`src/core/ubc_cfg.svh`:
```
// constants for the descriptor table, configuration and endpoint control block
// Summary of operation
// - second table page register keeps base address bits 23:16 in bits 7:0
// - third table page register keeps base address bits 31:24 in bits 7:0
// - table base address is 512-byte aligned; low nine bits read zero; here bits 15:9 have no register and read zero too
// - bits 31:8 of every register read zero and ignore writes
// - configuration bit 7 enables eye-pattern test; resets to zero
// - configuration bit 6 makes output-enable monitor follow line driving
// - configuration bit 4 halts the module while the device is idle
// - configuration bit 0 suspends on sleep; else software sets suspend
// - endpoint 0 bit 7 allows direct low-speed connection in host mode
// - endpoint 0 bit 6 clear lets hardware retry NAKed transactions
// - bit 4 rejects SETUP only when transmit and receive both enabled
// - endpoint bit 3 enables reception
// - endpoint bit 2 enables transmission
// - endpoint bit 1 reports that the endpoint was stalled
// - endpoint bit 0 enables handshakes; clear suits isochronous
// - sixteen endpoint control registers, all bits reset to zero
`ifndef UBC_CFG_SVH
`define UBC_CFG_SVH
`define UBC_ADDR_W        8
`define UBC_OFS_BDT_MID   8'h00
`define UBC_OFS_BDT_TOP   8'h04
`define UBC_OFS_CFG       8'h08
`define UBC_OFS_IRQ_STAT  8'h0C
`define UBC_OFS_IRQ_MASK  8'h10
`define UBC_OFS_EP_BASE   8'h40
`define UBC_OFS_EP_LAST   8'h7C
`define UBC_CFG_MASK      8'hD1
`define UBC_EP0_MASK      8'hDF
`define UBC_EPN_MASK      8'h1F
`define UBC_RST_VAL       8'h00
`define UBC_BDT_ALIGN     9
`define UBC_B_EYE         7
`define UBC_B_OEMON       6
`define UBC_B_SIDL        4
`define UBC_B_ASUSP       0
`define UBC_B_LOW_SPEED_DIRECT        7
`define UBC_B_NAK_RETRY_DISABLE    6
`define UBC_B_CONDIS      4
`define UBC_B_RXEN        3
`define UBC_B_TXEN        2
`define UBC_B_STALL       1
`define UBC_B_HSHK        0
`define UBC_N_EP          16
`endif

```
`src/core/ubc_pkg.sv`:
```
// types shared by the endpoint control block
package ubc_pkg;
  typedef logic [7:0] ubc_byte_t;
  typedef struct packed {
    logic [3:0] ep;
    logic       stall;
  } ubc_evt_s;
  typedef struct packed {
    logic rx_en;
    logic tx_en;
    logic setup_ok;
    logic hshk_en;
  } ubc_ep_s;
endpackage

```
`src/core/ubc_ep_mem.sv`:
```
// sixteen-entry endpoint control store with registered read port
`timescale 1ns/100ps
`default_nettype none
`include "ubc_cfg.svh"
module ubc_ep_mem (
  input  wire logic                clk,     // system clock
  input  wire logic                rst_n,   // sync reset, active low
  input  wire logic                we,      // software write
  input  wire logic [3:0]          waddr,   // write endpoint
  input  wire ubc_pkg::ubc_byte_t  wdata,   // masked write data
  input  wire logic                set_stall, // hardware stall event
  input  wire logic [3:0]          saddr,   // stall endpoint
  input  wire logic [3:0]          raddr,   // read endpoint
  output ubc_pkg::ubc_byte_t       rdata,   // registered read data
  output logic [8*`UBC_N_EP-1:0]   flat     // all entries for live use
);
  import ubc_pkg::*;
  ubc_byte_t mem_q [`UBC_N_EP];

  // one flop row per endpoint; stall set wins over software write
  genvar gi;
  generate
    for (gi = 0; gi < `UBC_N_EP; gi++) begin : g_ep
      always_ff @(posedge clk) begin
        if (!rst_n) begin
          mem_q[gi] <= `UBC_RST_VAL;
        end else begin
          if (we && waddr == 4'(gi)) begin
            mem_q[gi] <= wdata;
          end
          if (set_stall && saddr == 4'(gi)) begin
            mem_q[gi][`UBC_B_STALL] <= 1'b1;
          end
        end
      end
      assign flat[8*gi +: 8] = mem_q[gi];
    end
  endgenerate

  // read data come from a register
  always_ff @(posedge clk) begin
    if (!rst_n) begin
      rdata <= `UBC_RST_VAL;
    end else begin
      rdata <= mem_q[raddr];
    end
  end
endmodule
`default_nettype wire

```
`src/core/ubc_top.sv`:
```
// descriptor table base, module configuration and endpoint control registers
//
// Our own choices: the strobed register port and the address map.
`timescale 1ns/100ps
`default_nettype none
`include "ubc_cfg.svh"
module ubc_top (
  input  wire logic                     clk,          // system clock 50 MHz
  input  wire logic                     rst_n,        // sync reset, active low
  input  wire logic [`UBC_ADDR_W-1:0]   addr,         // register byte address
  input  wire logic [31:0]              wdata,        // write data
  input  wire logic                     wr,           // write strobe
  input  wire logic                     rd,           // read strobe
  output logic [31:0]                   rdata,        // read data, cycle after rd
  input  wire logic                     host_mode,    // core is acting as host
  input  wire logic                     cpu_idle,     // device in idle mode
  input  wire logic                     cpu_sleep,    // device in sleep mode
  input  wire logic                     manual_suspend, // power-control suspend bit
  input  wire logic                     line_drive,   // transceiver drives D+/D-
  input  wire ubc_pkg::ubc_evt_s        evt,          // stall handshake sent
  input  wire logic [3:0]               tok_ep,       // endpoint of current token
  output logic [31:0]                   bdt_base,     // table base address
  output logic                          eye_pattern_test_enable, // eye test on
  output logic                          output_enable_monitor,   // oe monitor pin
  output logic                          module_halt,  // halt for idle
  output logic                          module_suspend, // suspend incl 48 MHz clock
  output logic                          low_speed_direct,  // host direct low speed
  output logic                          nak_auto_retry,    // hardware retries NAK
  output ubc_pkg::ubc_ep_s              tok_ctl,      // controls for tok_ep
  output logic                          irq           // level interrupt
);
  import ubc_pkg::*;

  ubc_byte_t table_base_mid_bits_q;
  ubc_byte_t table_base_top_bits_q;
  ubc_byte_t cfg_q;
  logic      stat_q;
  logic      mask_q;
  logic      rd_q;
  logic      rd_ep_q;
  logic      rd_hit_q;
  ubc_byte_t rd_reg_q;
  ubc_byte_t ep_rdata;
  logic [8*`UBC_N_EP-1:0] ep_flat;
  logic      line_s1_q;
  logic      line_s2_q;
  logic      ep_we;
  ubc_byte_t ep_wmask;
  ubc_byte_t tok_byte;

  // endpoint decode, used for write and read alike
  function automatic logic is_ep(input logic [`UBC_ADDR_W-1:0] a);
    return (a >= `UBC_OFS_EP_BASE) && (a <= `UBC_OFS_EP_LAST) && (a[1:0] == 2'b00);
  endfunction

  function automatic logic [3:0] ep_idx(input logic [`UBC_ADDR_W-1:0] a);
    return a[5:2];
  endfunction

  // host-only bits live in endpoint 0; bit 5 never stores
  assign ep_wmask = (ep_idx(addr) == 4'h0) ? `UBC_EP0_MASK : `UBC_EPN_MASK;
  assign ep_we    = wr && is_ep(addr);

  ubc_ep_mem u_mem (
    .clk       (clk),
    .rst_n     (rst_n),
    .we        (ep_we),
    .waddr     (ep_idx(addr)),
    .wdata     (wdata[7:0] & ep_wmask),
    .set_stall (evt.stall),
    .saddr     (evt.ep),
    .raddr     (ep_idx(addr)),
    .rdata     (ep_rdata),
    .flat      (ep_flat)
  );

  // mid byte of the table base
  always_ff @(posedge clk) begin
    if (!rst_n) begin
      table_base_mid_bits_q <= `UBC_RST_VAL;
    end else if (wr && addr == `UBC_OFS_BDT_MID) begin
      table_base_mid_bits_q <= wdata[7:0];
    end
  end

  // top byte of the table base
  always_ff @(posedge clk) begin
    if (!rst_n) begin
      table_base_top_bits_q <= `UBC_RST_VAL;
    end else if (wr && addr == `UBC_OFS_BDT_TOP) begin
      table_base_top_bits_q <= wdata[7:0];
    end
  end

  always_ff @(posedge clk) begin
    if (!rst_n) begin
      cfg_q <= `UBC_RST_VAL;
    end else if (wr && addr == `UBC_OFS_CFG) begin
      cfg_q <= wdata[7:0] & `UBC_CFG_MASK;
    end
  end

  // stall event status; a new event beats a same-cycle clear
  always_ff @(posedge clk) begin
    if (!rst_n) begin
      stat_q <= 1'b0;
    end else if (evt.stall) begin
      stat_q <= 1'b1;
    end else if (wr && addr == `UBC_OFS_IRQ_STAT && wdata[0]) begin
      stat_q <= 1'b0;
    end
  end

  // interrupt mask
  always_ff @(posedge clk) begin
    if (!rst_n) begin
      mask_q <= 1'b0;
    end else if (wr && addr == `UBC_OFS_IRQ_MASK) begin
      mask_q <= wdata[0];
    end
  end

  // interrupt from flops; one cycle behind the status bit
  always_ff @(posedge clk) begin
    if (!rst_n) begin
      irq <= 1'b0;
    end else begin
      irq <= stat_q && mask_q;
    end
  end

  // register-side read capture; endpoint data come from the memory flop
  always_ff @(posedge clk) begin
    if (!rst_n) begin
      rd_q     <= 1'b0;
      rd_ep_q  <= 1'b0;
      rd_hit_q <= 1'b0;
      rd_reg_q <= `UBC_RST_VAL;
    end else begin
      rd_q     <= rd;
      rd_ep_q  <= is_ep(addr);
      rd_hit_q <= 1'b1;
      case (addr)
        `UBC_OFS_BDT_MID:  rd_reg_q <= table_base_mid_bits_q;
        `UBC_OFS_BDT_TOP:  rd_reg_q <= table_base_top_bits_q;
        `UBC_OFS_CFG:      rd_reg_q <= cfg_q;
        `UBC_OFS_IRQ_STAT: rd_reg_q <= {7'h00, stat_q};
        `UBC_OFS_IRQ_MASK: rd_reg_q <= {7'h00, mask_q};
        default: begin
          rd_reg_q <= `UBC_RST_VAL;
          rd_hit_q <= 1'b0;
        end
      endcase
    end
  end

  // upper bits read zero; unmapped reads zero too
  always_comb begin
    rdata = 32'h0000_0000;
    if (rd_q && rd_ep_q) begin
      rdata[7:0] = ep_rdata;
    end else if (rd_q && rd_hit_q) begin
      rdata[7:0] = rd_reg_q;
    end
  end

  // low sixteen address bits forced to zero
  always_ff @(posedge clk) begin
    if (!rst_n) begin
      bdt_base <= 32'h0000_0000;
    end else begin
      bdt_base <= {table_base_top_bits_q, table_base_mid_bits_q, 16'h0000};
    end
  end

  // line-drive pin enters through two flops
  always_ff @(posedge clk) begin
    if (!rst_n) begin
      line_s1_q <= 1'b0;
      line_s2_q <= 1'b0;
    end else begin
      line_s1_q <= line_drive;
      line_s2_q <= line_s1_q;
    end
  end

  // power and test outputs
  always_ff @(posedge clk) begin
    if (!rst_n) begin
      eye_pattern_test_enable <= 1'b0;
      output_enable_monitor   <= 1'b0;
      module_halt             <= 1'b0;
      module_suspend          <= 1'b0;
    end else begin
      eye_pattern_test_enable <= cfg_q[`UBC_B_EYE];
      // monitor follows driving only when enabled
      output_enable_monitor   <= cfg_q[`UBC_B_OEMON] && line_s2_q;
      module_halt             <= cfg_q[`UBC_B_SIDL] && cpu_idle;
      module_suspend          <= (cfg_q[`UBC_B_ASUSP] && cpu_sleep) || manual_suspend;
    end
  end

  assign tok_byte = ep_flat[8*tok_ep +: 8];

  // per-token endpoint controls and host options
  always_ff @(posedge clk) begin
    if (!rst_n) begin
      low_speed_direct <= 1'b0;
      nak_auto_retry   <= 1'b0;
      tok_ctl          <= '0;
    end else begin
      // endpoint 0 low speed, host only
      low_speed_direct <= host_mode && ep_flat[`UBC_B_LOW_SPEED_DIRECT];
      nak_auto_retry   <= host_mode && !ep_flat[`UBC_B_NAK_RETRY_DISABLE];
      tok_ctl.rx_en    <= tok_byte[`UBC_B_RXEN];
      tok_ctl.tx_en    <= tok_byte[`UBC_B_TXEN];
      tok_ctl.setup_ok <= !(tok_byte[`UBC_B_RXEN] && tok_byte[`UBC_B_TXEN]
                            && tok_byte[`UBC_B_CONDIS]);
      tok_ctl.hshk_en  <= tok_byte[`UBC_B_HSHK];
    end
  end

  // checks
  // stall seen in bit 1
  property p_stall_sets;
    @(posedge clk) disable iff (!rst_n)
      evt.stall |=> ep_flat[8*$past(evt.ep) + `UBC_B_STALL];
  endproperty
  a_stall_sets: assert property (p_stall_sets) else $error("stall bit not set");

  property p_eye;
    @(posedge clk) disable iff (!rst_n)
      (wr && addr == `UBC_OFS_CFG) |=> ##1 (eye_pattern_test_enable == $past(wdata[7], 2));
  endproperty
  a_eye: assert property (p_eye) else $error("eye test not following config");

  property p_oemon;
    @(posedge clk) disable iff (!rst_n)
      !cfg_q[`UBC_B_OEMON] |=> !output_enable_monitor;
  endproperty
  a_oemon: assert property (p_oemon) else $error("oe monitor active while off");

  property p_halt;
    @(posedge clk) disable iff (!rst_n)
      (cfg_q[`UBC_B_SIDL] && cpu_idle) |=> module_halt;
  endproperty
  a_halt: assert property (p_halt) else $error("no halt in idle");

  property p_susp;
    @(posedge clk) disable iff (!rst_n)
      (cfg_q[`UBC_B_ASUSP] && cpu_sleep) |=> module_suspend;
  endproperty
  a_susp: assert property (p_susp) else $error("no auto suspend");

  property p_upper_zero;
    @(posedge clk) disable iff (!rst_n)
      rdata[31:8] == 24'h000000;
  endproperty
  a_upper_zero: assert property (p_upper_zero) else $error("upper bits nonzero");

  property p_mid_rd;
    @(posedge clk) disable iff (!rst_n)
      (wr && addr == `UBC_OFS_BDT_MID) ##1 (rd && addr == `UBC_OFS_BDT_MID)
        |=> rdata[7:0] == $past(wdata[7:0], 2);
  endproperty
  a_mid_rd: assert property (p_mid_rd) else $error("mid byte readback wrong");

  property p_align;
    @(posedge clk) disable iff (!rst_n)
      1'b1 |=> (bdt_base[`UBC_BDT_ALIGN-1:0] == 9'h000)
               && (bdt_base[31:24] == $past(table_base_top_bits_q));
  endproperty
  a_align: assert property (p_align) else $error("base misaligned or stale");

  property p_setup;
    @(posedge clk) disable iff (!rst_n)
      (tok_byte[`UBC_B_CONDIS] && !tok_byte[`UBC_B_RXEN]) |=> tok_ctl.setup_ok;
  endproperty
  a_setup: assert property (p_setup) else $error("condis not ignored");

  property p_top_rd;
    @(posedge clk) disable iff (!rst_n)
      (wr && addr == `UBC_OFS_BDT_TOP) ##1 (rd && addr == `UBC_OFS_BDT_TOP)
        |=> rdata[7:0] == $past(wdata[7:0], 2);
  endproperty
  a_top_rd: assert property (p_top_rd) else $error("top byte readback wrong");

  property p_rd_idle;
    @(posedge clk) disable iff (!rst_n)
      !rd |=> rdata == 32'h0000_0000;
  endproperty
  a_rd_idle: assert property (p_rd_idle) else $error("read data not idle");

  property p_oemon_on;
    @(posedge clk) disable iff (!rst_n)
      (cfg_q[`UBC_B_OEMON] && line_s2_q) |=> output_enable_monitor;
  endproperty
  a_oemon_on: assert property (p_oemon_on) else $error("oe monitor idle");

  property p_lsd_host;
    @(posedge clk) disable iff (!rst_n)
      !host_mode |=> !low_speed_direct;
  endproperty
  a_lsd_host: assert property (p_lsd_host) else $error("low speed outside host");

  property p_retry;
    @(posedge clk) disable iff (!rst_n)
      (host_mode && !ep_flat[`UBC_B_NAK_RETRY_DISABLE]) |=> nak_auto_retry;
  endproperty
  a_retry: assert property (p_retry) else $error("nak retry missing");

  property p_rx;
    @(posedge clk) disable iff (!rst_n)
      1'b1 |=> tok_ctl.rx_en == $past(ep_flat[8*tok_ep + `UBC_B_RXEN]);
  endproperty
  a_rx: assert property (p_rx) else $error("receive enable wrong");

  property p_tx;
    @(posedge clk) disable iff (!rst_n)
      1'b1 |=> tok_ctl.tx_en == $past(ep_flat[8*tok_ep + `UBC_B_TXEN]);
  endproperty
  a_tx: assert property (p_tx) else $error("transmit enable wrong");

  property p_hshk;
    @(posedge clk) disable iff (!rst_n)
      1'b1 |=> tok_ctl.hshk_en == $past(ep_flat[8*tok_ep + `UBC_B_HSHK]);
  endproperty
  a_hshk: assert property (p_hshk) else $error("handshake enable wrong");

  property p_stall_hold;
    @(posedge clk) disable iff (!rst_n)
      (ep_flat[8*tok_ep + `UBC_B_STALL] && !(ep_we && ep_idx(addr) == tok_ep))
        |=> ep_flat[8*$past(tok_ep) + `UBC_B_STALL];
  endproperty
  a_stall_hold: assert property (p_stall_hold) else $error("stall bit lost");
endmodule
`default_nettype wire

```
`config.mk`:
```
export PLATFORM = sky130hd
export DESIGN_NAME = ubc_top
export DESIGN_NICKNAME = d
export VERILOG_FILES = /design/src/core/ubc_pkg.sv /design/src/core/ubc_ep_mem.sv /design/src/core/ubc_top.sv
export VERILOG_INCLUDE_DIRS = /design/src /design/src/core
export SDC_FILE = /design/constraint.sdc
export NUM_CORES = 1
export LEC_CHECK = 0
export BUFFER_PORTS_ARGS = -buffer_cell sky130_fd_sc_hd__buf_4
export CAP_MARGIN = 20
export CELL_PAD_IN_SITES_DETAIL_PLACEMENT = 0
export CELL_PAD_IN_SITES_GLOBAL_PLACEMENT = 1
export CORE_MARGIN = 3
export CORE_UTILIZATION = 47
export CTS_BUF_LIST = sky130_fd_sc_hd__clkbuf_8
export DETAILED_ROUTE_END_ITERATION = 10
export PLACE_DENSITY_LB_ADDON = 0.1
export SYNTH_ARGS = -nofsm -noshare
export SYNTH_HDL_FRONTEND = slang
export SYNTH_SLANG_ARGS = --single-unit
export TNS_END_PERCENT = 20
```
`constraint.sdc`:
```
create_clock -name clk -period 3.01 [get_ports clk]
set_input_delay 0.602 -clock clk [delete_from_list [all_inputs] [get_ports clk]]
set_output_delay 0.602 -clock clk [all_outputs]
set_load 0.05 [all_outputs]
```
* Yosys cells after proc, flatten, opt, wreduce, memory -nomap -nowiden
Memories as Yosys holds them, arrays and structs flattened. A register that Yosys moved wholly into a read port is not among the register bits.
Index checks and enable logic that the tools add are counted.
** Word-level totals
- Register bits :: 78
- RAM bits :: 128
- Input port bits :: 58
- Output and inout port bits :: 75
- Memories :: 1
** Memories
- u_mem.mem_q :: depth 16, bits a word 8, rd ports 17, clocked after memory_dff 1, wr ports 16, RTL line ubc_ep_mem.sv:18 : ubc_byte_t mem_q [`UBC_N_EP];
** Operators by class
- $lt $le $gt $ge :: 2
- Equal/unequal tests :: 34
- Shift operators :: 1
- Multiplexer cells :: 136
- Bitwise gates (word level) :: 33
- Reduce and logical (&&, ||, !) cells :: 61
** Operators with widths (count)
- 8-bit 2-to-1 mux :: 19
- 128-bit by 8-bit variable part select with 5-bit output :: 1
- 1-bit 2-to-1 mux :: 116
- 4-bit == test (second input constant) :: 16
- 1-bit logical AND :: 51
- 8-bit case mux with 5 select lines :: 1
- 4-bit by 3-bit == test with 1-bit output (second input constant) :: 8
- 1-bit bitwise OR :: 32
- 4-bit by 2-bit == test with 1-bit output (second input constant) :: 4
- 8-bit by 4-bit == test with 1-bit output (second input constant) :: 2
- 8-bit AND :: 1
- 4-bit by 1-bit == test with 1-bit output (second input constant) :: 2
- 8-bit by 3-bit == test with 1-bit output (second input constant) :: 1
- 8-bit by 5-bit == test with 1-bit output (second input constant) :: 1
- 8-bit by 7-bit greater-or-equal comparator with 1-bit output (second input constant) :: 1
- 8-bit by 7-bit <= comparator with 1-bit output (second input constant) :: 1
- 4-bit logical NOT :: 2
- 8-bit logical NOT :: 1
- 5-bit OR reduction :: 1
- 1-bit logical NOT :: 3
- 2-bit logical NOT :: 1
- 2-bit nonzero test :: 1
- 1-bit logical OR :: 1

* Depth between registers and ports, before layout
- Depth in word-level cells :: 10
- Depth in mapped cells :: 7
- Mapped depth without buffers :: 4

* Cells and area by module
Synthesis repeated with hierarchy kept, for this count alone.
** Unflattened totals
- Cells, all modules :: 788
- Area, all modules :: 9527.9 um2
** Modules (own cells, without submodules)
- ubc_ep_mem :: times used 1, cells each 494, area an instance 6486.2 um2, sequential area each 4003.8 um2
- ubc_top :: times used 1, cells each 294, area an instance 3041.7 um2, sequential area each 1241.2 um2

* Worst setup path before layout
OpenSTA, ideal clock, no wires.
- Kind :: input -> register
- From :: input port addr[3]
- To :: memory u_mem.mem_q[14][1] (netlist name), enable pin
- Library setup time :: 0.293 ns
- Data arrival time :: 2.172 ns
- Path slack :: 0.545 ns
- Stages on the path :: 6
- Path buffers :: 2
- Cell sequence :: clkbuf_1 -> buf_2 -> nor2b_1 -> nand3_1 -> o21ai_0 -> a31o_2
** RTL lines
- from (decl) :: RTL line ubc_top.sv:10 : input wire logic [`UBC_ADDR_W-1:0] addr,
- to (decl) :: RTL line ubc_ep_mem.sv:18

* Final worst setup path
- From :: register rd_ep_q
- To :: output port rdata[4]
** Between the ends
- Word-level cells in the longest chain between the ends :: 2
** RTL lines
- from (decl) :: RTL line ubc_top.sv:40 : logic rd_ep_q;
- from (signal assigned) :: RTL line ubc_top.sv:141 : rd_ep_q <= is_ep(addr);
- 1-bit logical AND :: RTL line ubc_top.sv:160 : if (rd_q && rd_ep_q) begin
- 8-bit 2-to-1 mux :: RTL line ubc_top.sv:160
- to (decl) :: RTL line ubc_top.sv:14 : output logic [31:0] rdata,
Every way passes these cells.

==> flow_summary.toml <==
[worst_setup_path]
required_ns = 2.41
critPathCaptureType = "output port"
cpMaxStageDelayCell = "nor2b_1"
crit_arrival_ns = 1.90
critPathMaxFanout = 10
cp_common_cell = "nor2b_1"
cp-start-kind = "register"
slowest_delay_ns = 0.49
crit_type = "register to output port"
crit_chain = "nor2b_1 -> a22oi_1 -> nor2b_1 -> buf_4"

[sta]
period_share_pct = 83.02
slew-limit-headroom_pct = 56.13
finalHoldViolations = 0
post-route-min-period_ns = 2.499
tns_ns = 0
slew_viol_final = 0
worst_pin_slew_ns = 0.6556
max_freq_ghz = 0.4002
setup_viol = 0
grt_setup_unrepaired = "no"
fin_skew_ns = 0.01315

[place]
dp_hpwl_um = 14450
portBuffers = 68
gp_congestion = 0.7960
post-place-cells = 940

[power]
p_per_area_mw_per_mm2 = 525.3
p_leak_nw = 3.940
peakVddDrop_uv = 398.5

[synth]
synth_edf_count = 112
synth_top_cell_by_area = "edfxtp_1"
ys_seq_area_share_pct = 55.90
syn-cell-area_mm2 = 0.008488
synth_top_area_share_pct = 39.62
synth_warnings = 0
synth_seq_cells = 181
syn_inst = 623
async_flop_share_pct = 0
synth_area_leaders = "edfxtp_1 (40%), dfxtp_1 (16%), mux4_1 (7.7%), mux4_2 (7.7%), and2_1 (7.0%)"
synth_area_per_cell_um2 = 13.62
yosys.cell_types.count = 36
yosys_most_used_dff = "edfxtp_1"

[drt]
wl_per_cell_um = 19.92
routed_wl_um = 19360
drt_iter0_markers = 402
vias_per_cell = 5.428
detail_route.first_pass.iterations = 5
antenna_left = 0
vias = 5276
drcViolationCount = 0

[flow_run]
max_cap_viol_count = 0

[global_route]
grt_max_degree = 37
grt.overflow.total = 0
grt_pass1_vias = 5244
grt_pass1_wl_um = 29560
grt_antenna_before_repair = 0
grtUsageTotal_pct = 19.97

[clock_tree]
post_cts_buffers = 0
numCtsBuffers = 17
clk_pin_slew_worst_paths_ns = 0.09
max-clock-path-buffers = 2
clock_latency_ns = 0.45
cts_tree = "done"
cts_resized = 0
cts_root_buf = "clkbuf_8"
holdBufCountCts = 0
htreeDepth = 4
clkSinkCount = 181

[final_layout]
antennaDiodeCount = 0
layout.nets = 792
final_cells = 972
drive_gt1_share_pct = 22.49
layout-area-overhead-vs-synth_pct = 14.06

[floorplanning]
rows = 48
ioPinCount = 133
start_util_pct = 48.57
dieArea_mm2 = 0.01971
coreArea_mm2 = 0.01748
dieWidth_um = 140.4
dieHeight_um = 140.4

[worst_hold_path]
hold_class = "input pin to register"

[status]
status = "finished clean"
-- path summary, 6_finish.rpt --
| kind | from | to | slack (ns) | cells after the start |
|---|---|---|---|---|
| hold / removal | line_drive | line_s1_q | 0.35 | 2 |
| setup reg to reg | u_mem.mem_q[5][6] | u_mem.rdata[6] | 1.27 | 3 |
| setup / recovery | rd_ep_q | rdata[4] | 0.51 | 4 |
| hold reg to reg | line_s1_q | line_s2_q | 0.44 | 1 |
-- per-layer routing --
layer	routed length, um	global-route usage [%]	up-vias
met5	0	0	-
met4	195	4.488	0
met3	1003	4.336	14
met2	9410	31.88	166
met1	8754	28.34	2658
li1	-	-	2438
-- critical path, delay by kind of cell, from the launching register on --
family | cells | cell delay, ns
buffers and inverters | 1 | 0.22
and+or+nand+nor | 2 | 0.66
AOI/OAI and AO/OA | 1 | 0.13
DFF | 1 | 0.44
-- Yosys cell counts, types with 3 or more instances --
master / instances
buf_2: 3
nand4_1: 6
nor2_1: 54
and3_1: 5
nor2b_1: 15
mux4_1: 25
a31oi_1: 4
nand2_1: 9
o21ai_1: 4
a22oi_1: 8
buf_12: 3
o21ai_0: 14
clkbuf_1: 25
nor3_1: 7
dfxtp_1: 69
a22o_1: 12
mux4_2: 29
and2_1: 95
a21o_1: 12
a31o_2: 4
nand3_1: 12
a32o_1: 4
buf_6: 3
buf_4: 40
mux2i_1: 28
a21oi_1: 6
edfxtp_1: 112
buf_1: 4
-- registers in the layout (all words and copies together), names as in the netlist, 4 cells and up --
name	count
bdt_base	16
u_mem.mem_q	112
table_base_top_bits_q	8
u_mem.rdata	7
tok_ctl	4
cfg_q	4
rd_reg_q	8
table_base_mid_bits_q	8
-- power by group --
part,switching [W],internal [W]
Clock,0.000849,0.000864
Combinational,0.000366,0.000222
Sequential,0.0000418,0.00274
-- logic make-up after synthesis --
family          count (synthesis)  synth area share (%)
compound gates                 68                 5.601
buf+inv                        81                 6.235
flops                         181                 55.90
mux                            82                 18.74
other cells                     1               0.04418
simple gates                  210                 13.49
-- stage by stage --
stage / power, W / area, um2 / hold WS [ns] / util [%] / setup WS (ns)
2_1_floorplan: 0.003290 / 8747 / 0.4033 / - / 0.5451
3_3_place_gp: 0.003418 / 9269 / 0.4231 / 53.04 / 0.4025
3_5_place_dp: 0.003433 / 9269 / 0.4233 / 53.04 / 0.4001
4_1_cts: 0.005128 / 9682 / 0.3233 / 55.40 / 0.4772
5_1_grt: 0.005285 / 9682 / 0.3246 / 55.40 / 0.3893
6_report: 0.005086 / 9682 / 0.3550 / 55.40 / 0.5112
-- layout make-up --
type | count | area, um2
Clock inverter | 13 | 151.4
Fill cell | 1494 | 7795
Sequential cell | 181 | 4745
Timing Repair Buffer | 101 | 758.2
Clock buffer | 19 | 261.5
Multi-Input combinational cell | 430 | 3473
Inverter | 3 | 11.26
Tap cell | 225 | 281.5
-- cells in the final DEF (no fill, tap or decap), drive strengths merged, types with 5 or more instances in the layout --
cell type,instances
inv,10
dfxtp,69
conb,70
a21oi,6
nand2,9
o21ai,18
clkbuf,19
a22o,12
and3,5
edfxtp,112
nand4,6
nand3,12
a22oi,8
mux4,54
a21o,12
nor2b,16
nor2,54
and2,95
mux2i,28
nor3,7
buf,101
Power figures use the tool's default switching activity.
